<file path="src/core/iplr_pkg.sv">
// Package: register map, field layout and encodings of the priority-level bank
package iplr_pkg;

  // Printed register indices (word indices, not byte offsets, so byte address = 4 * index)
  localparam logic [3:0] IPLR_IDX_SIX   = 4'h6;
  localparam logic [3:0] IPLR_IDX_SEVEN = 4'h7;
  localparam logic [3:0] IPLR_IDX_EIGHT = 4'h8;
  localparam logic [3:0] IPLR_IDX_NINE  = 4'h9;
  localparam int         IPLR_ADDR_W    = 12;
  localparam int         IPLR_REG_W     = 16;
  localparam int         IPLR_NUM_REGS  = 4;
  localparam int         IPLR_NUM_SRC   = 23;

  // Reset value of every priority word: all fields disabled
  localparam logic [15:0] IPLR_RESET_VAL = 16'h0000;

  // Writable-bit masks; reserved pairs stay zero
  localparam logic [15:0] IPLR_MASK_SIX   = 16'h00cf;
  localparam logic [15:0] IPLR_MASK_SEVEN = 16'hffff;
  localparam logic [15:0] IPLR_MASK_EIGHT = 16'hf3ff;
  localparam logic [15:0] IPLR_MASK_NINE  = 16'hc000;

  // Field encodings
  typedef enum logic [1:0] {
    IPLR_FLD_OFF = 2'b00,
    IPLR_FLD_L0  = 2'b01,
    IPLR_FLD_L1  = 2'b10,
    IPLR_FLD_L2  = 2'b11
  } iplr_field_t;

  // Source order on the request vectors; bit index on the vectors per entry
  localparam int IPLR_SRC_TMRD0  = 0;
  localparam int IPLR_SRC_DEC0X  = 1;
  localparam int IPLR_SRC_DEC0H  = 2;
  localparam int IPLR_SRC_TMRA0  = 3;
  localparam int IPLR_SRC_TMRB3  = 4;
  localparam int IPLR_SRC_TMRB2  = 5;
  localparam int IPLR_SRC_TMRB1  = 6;
  localparam int IPLR_SRC_TMRB0  = 7;
  localparam int IPLR_SRC_TMRC3  = 8;
  localparam int IPLR_SRC_TMRC2  = 9;
  localparam int IPLR_SRC_TMRC1  = 10;
  localparam int IPLR_SRC_SRXF   = 11;
  localparam int IPLR_SRC_SRXE   = 12;
  localparam int IPLR_SRC_STXI   = 13;
  localparam int IPLR_SRC_STXE   = 14;
  localparam int IPLR_SRC_TMRA3  = 15;
  localparam int IPLR_SRC_TMRA2  = 16;
  localparam int IPLR_SRC_TMRA1  = 17;
  localparam int IPLR_SRC_PWMAF  = 18;

endpackage

</file>
<file path="src/core/iplr_apb_slave.sv">
// APB slave front end: decodes a word index, makes the write strobe, word select and error
module iplr_apb_slave
  import iplr_pkg::*;
(
  input  wire logic                   pclk,
  input  wire logic                   presetn,
  input  wire logic                   psel,
  input  wire logic                   penable,
  input  wire logic                   pwrite,
  input  wire logic [IPLR_ADDR_W-1:0] paddr,
  output logic                        pready,
  output logic                        pslverr,
  output logic                        wr_en,
  output logic [1:0]                  reg_sel,
  output logic                        hit
);

  logic [IPLR_ADDR_W-3:0] word_idx;

  // Zero wait states; one access phase per transfer
  assign pready   = 1'b1;
  assign word_idx = paddr[IPLR_ADDR_W-1:2];

  // Address decode; low address bits must be zero for an aligned word
  always_comb
  begin
    hit     = 1'b1;
    reg_sel = 2'd0;
    if (paddr[1:0] != 2'b00)
      hit = 1'b0;
    else if (word_idx == {6'h00, IPLR_IDX_SIX})
      reg_sel = 2'd0;
    else if (word_idx == {6'h00, IPLR_IDX_SEVEN})
      reg_sel = 2'd1;
    else if (word_idx == {6'h00, IPLR_IDX_EIGHT})
      reg_sel = 2'd2;
    else if (word_idx == {6'h00, IPLR_IDX_NINE})
      reg_sel = 2'd3;
    else
      hit = 1'b0;
  end

  // Error only in the access phase, so the master sees it with pready
  assign pslverr = psel & penable & ~hit;
  assign wr_en   = psel & penable & pwrite & hit;

endmodule

</file>
<file path="src/core/iplr_bank.sv">
// Interrupt priority-level register bank with request gating and APB access
//
// Functional notes
// - Two-bit field: 00 off, else level 0-2
// - Only levels 0 through 2 ever offered
// - All fields reset to disabled
// - Reserved bit pairs read zero, ignore writes
// - Word six bits 7-6: timer D ch0
// - Word six bits 3-2: decoder 0 index
// - Word six bits 1-0: decoder 0 home/watchdog
// - Word seven high: timer A0, B3, B2, B1
// - Word seven low: timer B0, C3, C2, C1
// - Word eight high: serial rx full, rx error, tx idle
// - Word eight low: serial tx empty, A3-A1
// - Word nine bits 15-14: PWM A fault
module iplr_bank
  import iplr_pkg::*;
(
  input  wire logic                        pclk,
  input  wire logic                        presetn,
  input  wire logic                        psel,
  input  wire logic                        penable,
  input  wire logic                        pwrite,
  input  wire logic [iplr_pkg::IPLR_ADDR_W-1:0] paddr,
  input  wire logic [31:0]                 pwdata,
  output logic      [31:0]                 prdata,
  output logic                             pready,
  output logic                             pslverr,
  input  wire logic [18:0]                 src_req,
  output logic      [18:0]                 prio_req,
  output logic      [37:0]                 prio_level
);
  import iplr_pkg::*;

  localparam int NSRC = 19;

  // Field location of each source: word select and low bit
  localparam logic [1:0] SRC_WORD [NSRC] = '{
    2'd0, 2'd0, 2'd0,
    2'd1, 2'd1, 2'd1, 2'd1, 2'd1, 2'd1, 2'd1, 2'd1,
    2'd2, 2'd2, 2'd2, 2'd2, 2'd2, 2'd2, 2'd2,
    2'd3};
  localparam logic [3:0] SRC_LSB [NSRC] = '{
    4'd6, 4'd2, 4'd0,
    4'd14, 4'd12, 4'd10, 4'd8, 4'd6, 4'd4, 4'd2, 4'd0,
    4'd14, 4'd12, 4'd8, 4'd6, 4'd4, 4'd2, 4'd0,
    4'd14};

  logic                  wr_en;
  logic                  hit;
  logic [1:0]            reg_sel;
  logic [IPLR_REG_W-1:0] prio_word [IPLR_NUM_REGS];
  logic [IPLR_REG_W-1:0] wr_mask   [IPLR_NUM_REGS];

  // Bus front end
  iplr_apb_slave u_apb (
    .pclk    (pclk),
    .presetn (presetn),
    .psel    (psel),
    .penable (penable),
    .pwrite  (pwrite),
    .paddr   (paddr),
    .pready  (pready),
    .pslverr (pslverr),
    .wr_en   (wr_en),
    .reg_sel (reg_sel),
    .hit     (hit)
  );

  // Writable masks per word; reserved bits never stored
  assign wr_mask[0] = IPLR_MASK_SIX;
  assign wr_mask[1] = IPLR_MASK_SEVEN;
  assign wr_mask[2] = IPLR_MASK_EIGHT;
  assign wr_mask[3] = IPLR_MASK_NINE;

  // Priority words; updated at the completing access edge only
  generate
    for (genvar w = 0; w < IPLR_NUM_REGS; w++)
    begin : g_word
      always_ff @(posedge pclk or negedge presetn)
      begin
        if (!presetn)
          prio_word[w] <= IPLR_RESET_VAL;
        else if (wr_en && reg_sel == 2'(w))
          prio_word[w] <= pwdata[IPLR_REG_W-1:0] & wr_mask[w];
      end
    end
  endgenerate

  // Read data registered from the setup phase so it is stable in access
  always_ff @(posedge pclk or negedge presetn)
  begin
    if (!presetn)
      prdata <= 32'h0000_0000;
    else if (psel && !penable && !pwrite)
    begin
      if (hit)
        prdata <= {16'h0000, prio_word[reg_sel]};
      else
        prdata <= 32'h0000_0000;
    end
  end

  // One gate per source; a late write takes effect on the next cycle
  generate
    for (genvar s = 0; s < NSRC; s++)
    begin : g_src
      iplr_gate u_gate (
        .field   (prio_word[SRC_WORD[s]][SRC_LSB[s] +: 2]),
        .req_in  (src_req[s]),
        .req_out (prio_req[s]),
        .level   (prio_level[2*s +: 2])
      );
    end
  endgenerate

endmodule

</file>
<file path="src/core/iplr_gate.sv">
// Per-source request gate: suppresses disabled sources, tags level
module iplr_gate
  import iplr_pkg::*;
(
  input  wire logic [1:0] field,
  input  wire logic       req_in,
  output logic            req_out,
  output logic [1:0]      level
);

  // Level is field minus one; only 0..2 reachable, no encoding gives 3
  always_comb
  begin
    req_out = 1'b0;
    level   = 2'd0;
    case (field)
      IPLR_FLD_L0:
      begin
        req_out = req_in;
        level   = 2'd0;
      end
      IPLR_FLD_L1:
      begin
        req_out = req_in;
        level   = 2'd1;
      end
      IPLR_FLD_L2:
      begin
        req_out = req_in;
        level   = 2'd2;
      end
      default:
      begin
        req_out = 1'b0;
        level   = 2'd0;
      end
    endcase
  end

endmodule

</file>
<file path="config.mk">
export PLATFORM = sky130hd
export DESIGN_NAME = iplr_bank
export DESIGN_NICKNAME = d
export VERILOG_FILES = /design/src/core/iplr_pkg.sv /design/src/core/iplr_apb_slave.sv /design/src/core/iplr_bank.sv /design/src/core/iplr_gate.sv
export SDC_FILE = /design/constraint.sdc
export NUM_CORES = 1
export LEC_CHECK = 0
export ABC_CLOCK_PERIOD_IN_PS = 2400
export BUFFER_PORTS_ARGS = -buffer_cell sky130_fd_sc_hd__buf_2
export CAP_MARGIN = 20
export CORE_MARGIN = 8
export CORE_UTILIZATION = 50
export DETAILED_ROUTE_END_ITERATION = 7
export PLACE_DENSITY_LB_ADDON = 0.3
export SYNTH_ARGS = -nofsm -noshare
export SYNTH_HDL_FRONTEND = slang
export SYNTH_SLANG_ARGS = --single-unit
</file>
<file path="constraint.sdc">
create_clock -name pclk -period 2.4 [get_ports pclk]
set_clock_uncertainty 0.2 [all_clocks]
set_input_delay 0.12 -clock pclk [delete_from_list [all_inputs] [get_ports pclk]]
set_output_delay 0.12 -clock pclk [all_outputs]
set_load 0.03 [all_outputs]
</file>
==> metrics.yaml, run 1 <==
floorplanning:
  die_area_um2: 9046
  initial_utilization_pct: 50.43
  core_um2: 6205
  die_w_um: 95.11
  fp-row-count: 29
  io_pins: 159
  die_h_um: 95.11
setup_path:
  cp_slowest_stage_delay_ns: 0.65
  r2r_start: "prio_word[35]"
  cp.depth: 5
  critPathCaptureType: "output pin"
  cp-endpoint: "pslverr"
  path_buf_inv: 2
  crit_family: "simple AND/OR/NAND/NOR gates"
  startpoint_type: "input port"
  path_cells: "buf_2 -> or4_1 -> a211o_2 -> and3_1 -> buf_2"
  critPathArrivalTime_ns: 1.60
  reg2regPathDepth: 3
  r2r_end: "prdata[3]"
  r2r_slack_ns: 1.15
  cp_max_fo: 5
  worstSetupStartpoint: "paddr[9]"
  critPathMostFrequentCell: "buf_2"
  path_class: "in2out"
  slowest_stage: "or4_1"
  required_ns: 2.08
timing:
  setup_viol: 0
  finalHoldViolCount: 0
  min_period_ns: 1.919
  finalSetupTns_ns: 0
  post-route-period-util_pct: 79.98
  drv_slew: 0
  rsz0062_at_grt: "no"
  fmax_mhz: 521.0
  hold_slack_ns: 0.05180
  worst_slew_pin_slew_ns: 0.6174
  max_slew_margin_pct: 58.84
placed_design:
  routabilityCongestion: 0.7413
  io_buffers: 125
  detailed_place_hpwl_um: 5954
  placed_area_um2: 3645
clock_tree:
  cts-buffers-inserted: 5
  path_clk_slew_ns: 0.09
  cts_root_buf: "clkbuf_8"
  htree_levels: 2
  clk_path_buf_depth: 2
  cts.sinks: 54
  ctsResizeCount: 0
  cts_tree: "built"
  clk-insertion-delay-late_ns: 0.30
logic_synthesis:
  yosysWarnings: 0
  async_flop_share_pct: 100.0
  synth_area_leader_cell: "dfrtp_1"
  synth_cells: 272
  ys_seq_area_share_pct: 43.18
  ys_types: 37
  avgSynthCellArea_um2: 11.50
  synth.top_cell.area_share_pct: 43.18
  syn_area_um2: 3129
  synth_edf_count: 0
  yosys-top-cells-area: "dfrtp_1, buf_4, mux2_2"
  synth_flop_cell: "dfrtp_1"
  synth_seq_cells: 54
layout:
  layout-drive-gt1-share_pct: 47.75
  n_fill_cell: 526
  n_antenna_cell: 0
  final_area_um2: 3891
  area_growth_pct: 24.35
  final_cell_mix: "buf_2, dfrtp_1, mux2_2"
  layout_commonest_cell: "buf_2"
  final_nets: 468
drt:
  routed_wirelength_um: 7767
  drtIter0Drc: 84
  viasPerCell: 5.046
  ant_nets: 0
  dr.pass1.iters: 4
  wire_per_inst_um: 16.28
  vias: 2407
  drcViolationCount: 0
global_routing:
  grt-ovfl-total: 0
  grt_pass1_vias: 2559
  antenna_found_initial: 0
  grtUsageTotal_pct: 17.28
  grt_max_degree: 30
  grt_pass1_wl_um: 12410
power:
  p_leak_uw: 0.002189
  p_total_uw: 1550
  peakVddDrop_mv: 0.2345
  power.density_nw_per_um2: 398.4
worst_hold_path:
  hold_class: "in2reg"
  hold_path_startpoint: "paddr[3]"
flow_run:
  cap_violations: 0
status:
  status: "complete, no violations"
==> report_power, final <==
group | total [uW] | internal (uW) | switching (uW)
clock network | 475 | 202 | 274
registers | 911 | 910 | 0.999
logic | 164 | 63.6 | 101
==> flip-flops by register name, summed over array words and instances, names as in the netlist <==
signal / count
prio_word: 38
prdata: 16
==> cells by family after synthesis <==
family / Yosys count / share of synthesized area [%]
DFF: 54 / 43.18
muxes: 42 / 17.11
AOI/OAI and AO/OA: 38 / 9.836
buffers and inverters: 44 / 10.72
and+or+nand+nor: 92 / 18.91
other: 2 / 0.2400
==> cell type report <==
| cell class | instances | area (um2) | area share [%] |
|---|---|---|---|
| clock buffer | 7 | 76.32 | 1.961 |
| multi-input combinational | 189 | 1499 | 38.52 |
| sequential | 54 | 1351 | 34.73 |
| tap | 77 | 96.34 | 2.476 |
| timing repair buffer | 150 | 868.3 | 22.32 |
==> Yosys cell counts, types with 3 or more instances <==
cell and number:
buf_4 37, mux2_4 17, clkbuf_1 3, a221o_1 6, mux2_2 24, and2_1 19
nand2_1 17, o211ai_1 4, and2_0 6, nand3b_1 4, a22oi_1 4, a22o_1 4
dfrtp_1 54, nand3_1 6, o21a_1 19, nor2b_1 19
==> worst min path at each step <==
stage,depth (start not counted),to
after detailed placement,1,prio_word[33]
after floorplan,0,prdata[0]
after global placement,1,prio_word[33]
final,4,prdata[1]
after global routing,4,prdata[2]
after CTS,4,prdata[1]
==> per-stage QoR <==
stage | setup WS (ns) | std cells | utilization [%]
finish | 0.4806 | 477 | 62.71
global route | 0.4406 | 477 | 62.71
CTS | 0.4726 | 477 | 62.71
detailed placement | 0.2200 | 453 | 58.74
global placement | 0.2607 | 453 | 58.74
floorplan | 0.3921 | 287 | -
==> per-layer routing <==
| layer | vias up | GRT usage, % | share of wire [%] |
|---|---|---|---|
| met4 | 0 | 3.771 | 0.51 |
| met2 | 88 | 31.01 | 52 |
| li1 | 1164 | - | - |
| met1 | 1153 | 20.36 | 40 |
| met5 | - | 0 | 0 |
| met3 | 2 | 4.094 | 7.8 |
==> worst register-to-register path, delay by kind of cell, from the launching register on <==
kind	cells	cell delay, ns
AO/OA/AOI/OAI	1	0.17
AND/OR/NAND/NOR	1	0.07
flip-flops	1	0.42
multiplexers	1	0.29
==> what timing repair did <==
item,in CTS,in global routing
hold buffers,17,0
endpoints found under the setup margin,0,0
setup buffers,0,0
endpoints found under the hold margin,63,0
Power figures use the tool's default switching activity.
==> run 2: changes to the inputs <==
- ABC_CLOCK_PERIOD_IN_PS: 2400 -> 1950
- CORE_UTILIZATION: 50 -> 46
- clock period: 2.4 -> 1.95 ns (I/O delays scaled with it)
==> run 2 against run 1 <==
Via count increased by 3.1%. Final cell count rose by 3.1%. Sequential cell count is the same. Clock power rose by 32%. Utilization shrank 3.1 points. Wire length rose by 2.9%. Sequential power up 23%. Global-route usage shrank 0.53 points. Register-to-register slack got worse by 0.44 ns. First-iteration DRC count rose by 21%. Combinational power is 26% higher. Clock-buffer cell count unchanged. Critical endpoint unchanged.
==> metrics.yaml, run 2 (synthesis gave the netlist of run 1 again) <==
status:
  status: "complete, no violations"
layout:
  reg.largest.list: "prio_word x38, prdata x16"
  layout-drive-gt1-share_pct: 49.76  # +2.0 points
  area_growth_pct: 27.31
  n_antenna_cell: 0  # unchanged
  regMostFlops: "prio_word"
  final_cells: 492  # +3.1%
  final_nets: 479  # +2.4%
  final_cell_mix: "buf_2, dfrtp_1, mux2_2"
  largest_register_ffs: 38  # unchanged
  layout_commonest_cell: "buf_2"
power:
  power.share.clock_pct: 32.0  # +1.3 points
  switchingPower_uw: 464.5  # +24%
  power.density_nw_per_um2: 490.2  # +23%
  p_int_uw: 1488  # +27%
  pwr-share-comb_pct: 10.6  # about the same
  peakVddDrop_mv: 0.3675  # +57%
  seqPwrFrac_pct: 57.4  # -1.3 points
  swShare_pct: 23.79  # -0.42 points
  p_leak_uw: 0.002247  # +2.7%
placed_design:
  placed_cells_incl_taps: 465  # +2.6%
  io_buffers: 125  # unchanged
  routabilityCongestion: 0.7590  # +2.4%
  detailed_place_hpwl_um: 6232  # +4.7%
drt:
  vias: 2482  # +3.1%
  wl_met1_um: 3387  # +8.6%
  drcViolationCount: 0  # unchanged
  ant_nets: 0  # unchanged
  maxUsedRoutingLayer: "met4"
  viasPerCell: 5.045  # about the same
  dr.pass1.iters: 4  # unchanged
  routed_wirelength_um: 7992  # +2.9%
  wire_per_inst_um: 16.24  # -0.24%
  met2_length_um: 3948  # -1.3%
  wl_met3_um: 542  # -10%
  drtIter0Drc: 102  # +21%
timing:
  hold_slack_ns: 0.1131  # +0.06133 ns
  post-route-period-util_pct: 96.66
  rsz0062_at_grt: "no"
  fmax_mhz: 530.6
  finalHoldViolCount: 0  # unchanged
  worst_slew_pin_slew_ns: 0.6628  # +0.04542 ns
  drv_slew: 0  # unchanged
  finalSetupTns_ns: 0  # unchanged
  setup_viol: 0  # unchanged
  max_slew_margin_pct: 55.81  # -3.0 points
  min_period_ns: 1.885
floorplanning:
  fp-row-count: 30  # +3.4%
  io_pins: 159  # unchanged
  initial_utilization_pct: 46.84  # -3.6 points
  die_w_um: 98.48  # +3.5%
  die_area_um2: 9698  # +7.2%
  die_h_um: 98.48  # +3.5%
  core_um2: 6681  # +7.7%
setup_path:
  critPathArrivalTime_ns: 1.59  # about the same
  startpoint_type: "input port"
  cp_max_fo: 3  # -2
  critPathCaptureType: "output pin"
  required_ns: 1.65  # -0.43 ns
  path_class: "in2out"
global_routing:
  grtUsageTotal_pct: 16.74  # -0.53 points
  grt_pass1_wl_um: 13290  # +7.1%
  antenna_found_initial: 0  # unchanged
  grt_pass1_vias: 2668  # +4.3%
  grt-ovfl-total: 0  # unchanged
  grt_max_degree: 55  # +83%
flow_run:
  cap_violations: 0  # unchanged
clock_tree:
  cts_root_buf: "clkbuf_8"
  clk-insertion-delay-late_ns: 0.30  # about the same
  cts_tree: "built"
  path_clk_slew_ns: 0.09  # about the same
  cts.sinks: 54  # unchanged
  clk_path_buf_depth: 2  # unchanged
  htree_levels: 2  # unchanged
  cts-buffers-inserted: 5  # unchanged
worst_hold_path:
  hold_class: "in2reg"
-- run 2: final cells by class --
cell class / instances / area (um2)
clock buffers: 7 / 86.33
multi-input cells: 189 / 1503
well taps: 80 / 100.1
fillers: 580 / 2698
clock inverters: 1 / 5.005
repair buffers: 161 / 938.4
flip-flops and latches: 54 / 1351
-- run 2: what timing repair did --
item	4_1_cts	5_1_grt
buffers inserted	0	2
resized for setup	1	0
endpoints found under the hold margin	92	0
hold buffers	17	0
endpoints found under the setup margin	1	1
pin swaps	0	1
-- run 2: final timing paths --
path | start | end | slack [ns] | cells after the start
setup / recovery | paddr[0] | pslverr | 0.07 | 6
hold / removal | paddr[3] | prdata[1] | 0.11 | 5
setup reg to reg | prio_word[32] | prdata[0] | 0.71 | 3
hold reg to reg | prdata[2] | prdata[2] | 0.29 | 2
max in group asynchronous | presetn | prdata[1] | 0.86 | 3
min in group asynchronous | presetn | prio_word[17] | 0.24 | 3
-- run 2: power by group through the flow --
| stage | logic, uW | clock network, uW | registers [uW] |
|---|---|---|---|
| 2_1_floorplan | 106 | 0 | 1140 |
| 3_3_place_gp | 176 | 0 | 1140 |
| 3_5_place_dp | 178 | 0 | 1140 |
| 4_1_cts | 206 | 645 | 1120 |
| 5_1_grt | 227 | 683 | 1120 |
| 6_report | 207 | 625 | 1120 |
-- run 2: stage by stage --
stage / cell area (um2) / util, % / setup slack, ns / power [uW]
floorplan: 3189 / - / 0.03495 / 1249
global placement: 3704 / 55.43 / -0.1008 / 1319
CTS: 3969 / 59.40 / 0.01913 / 1972
detailed placement: 3704 / 55.43 / -0.1504 / 1321
finish: 3984 / 59.63 / 0.06520 / 1953
global route: 3984 / 59.63 / 0.02987 / 2031
-- run 2: worst max-delay path, cell delays in order --
cell,delay [ns]
buf_2,0.10
or4_4,0.56
buf_4,0.16
a211o_2,0.32
and3_1,0.18
buf_2,0.17
-- run 2: metal layers --
| layer | up-vias | global-route usage (%) |
|---|---|---|
| met1 | 1203 | 19.03 |
| met4 | 0 | 5.077 |
| li1 | 1187 | - |
| met5 | - | 0 |
| met2 | 86 | 29.09 |
| met3 | 6 | 5.497 |
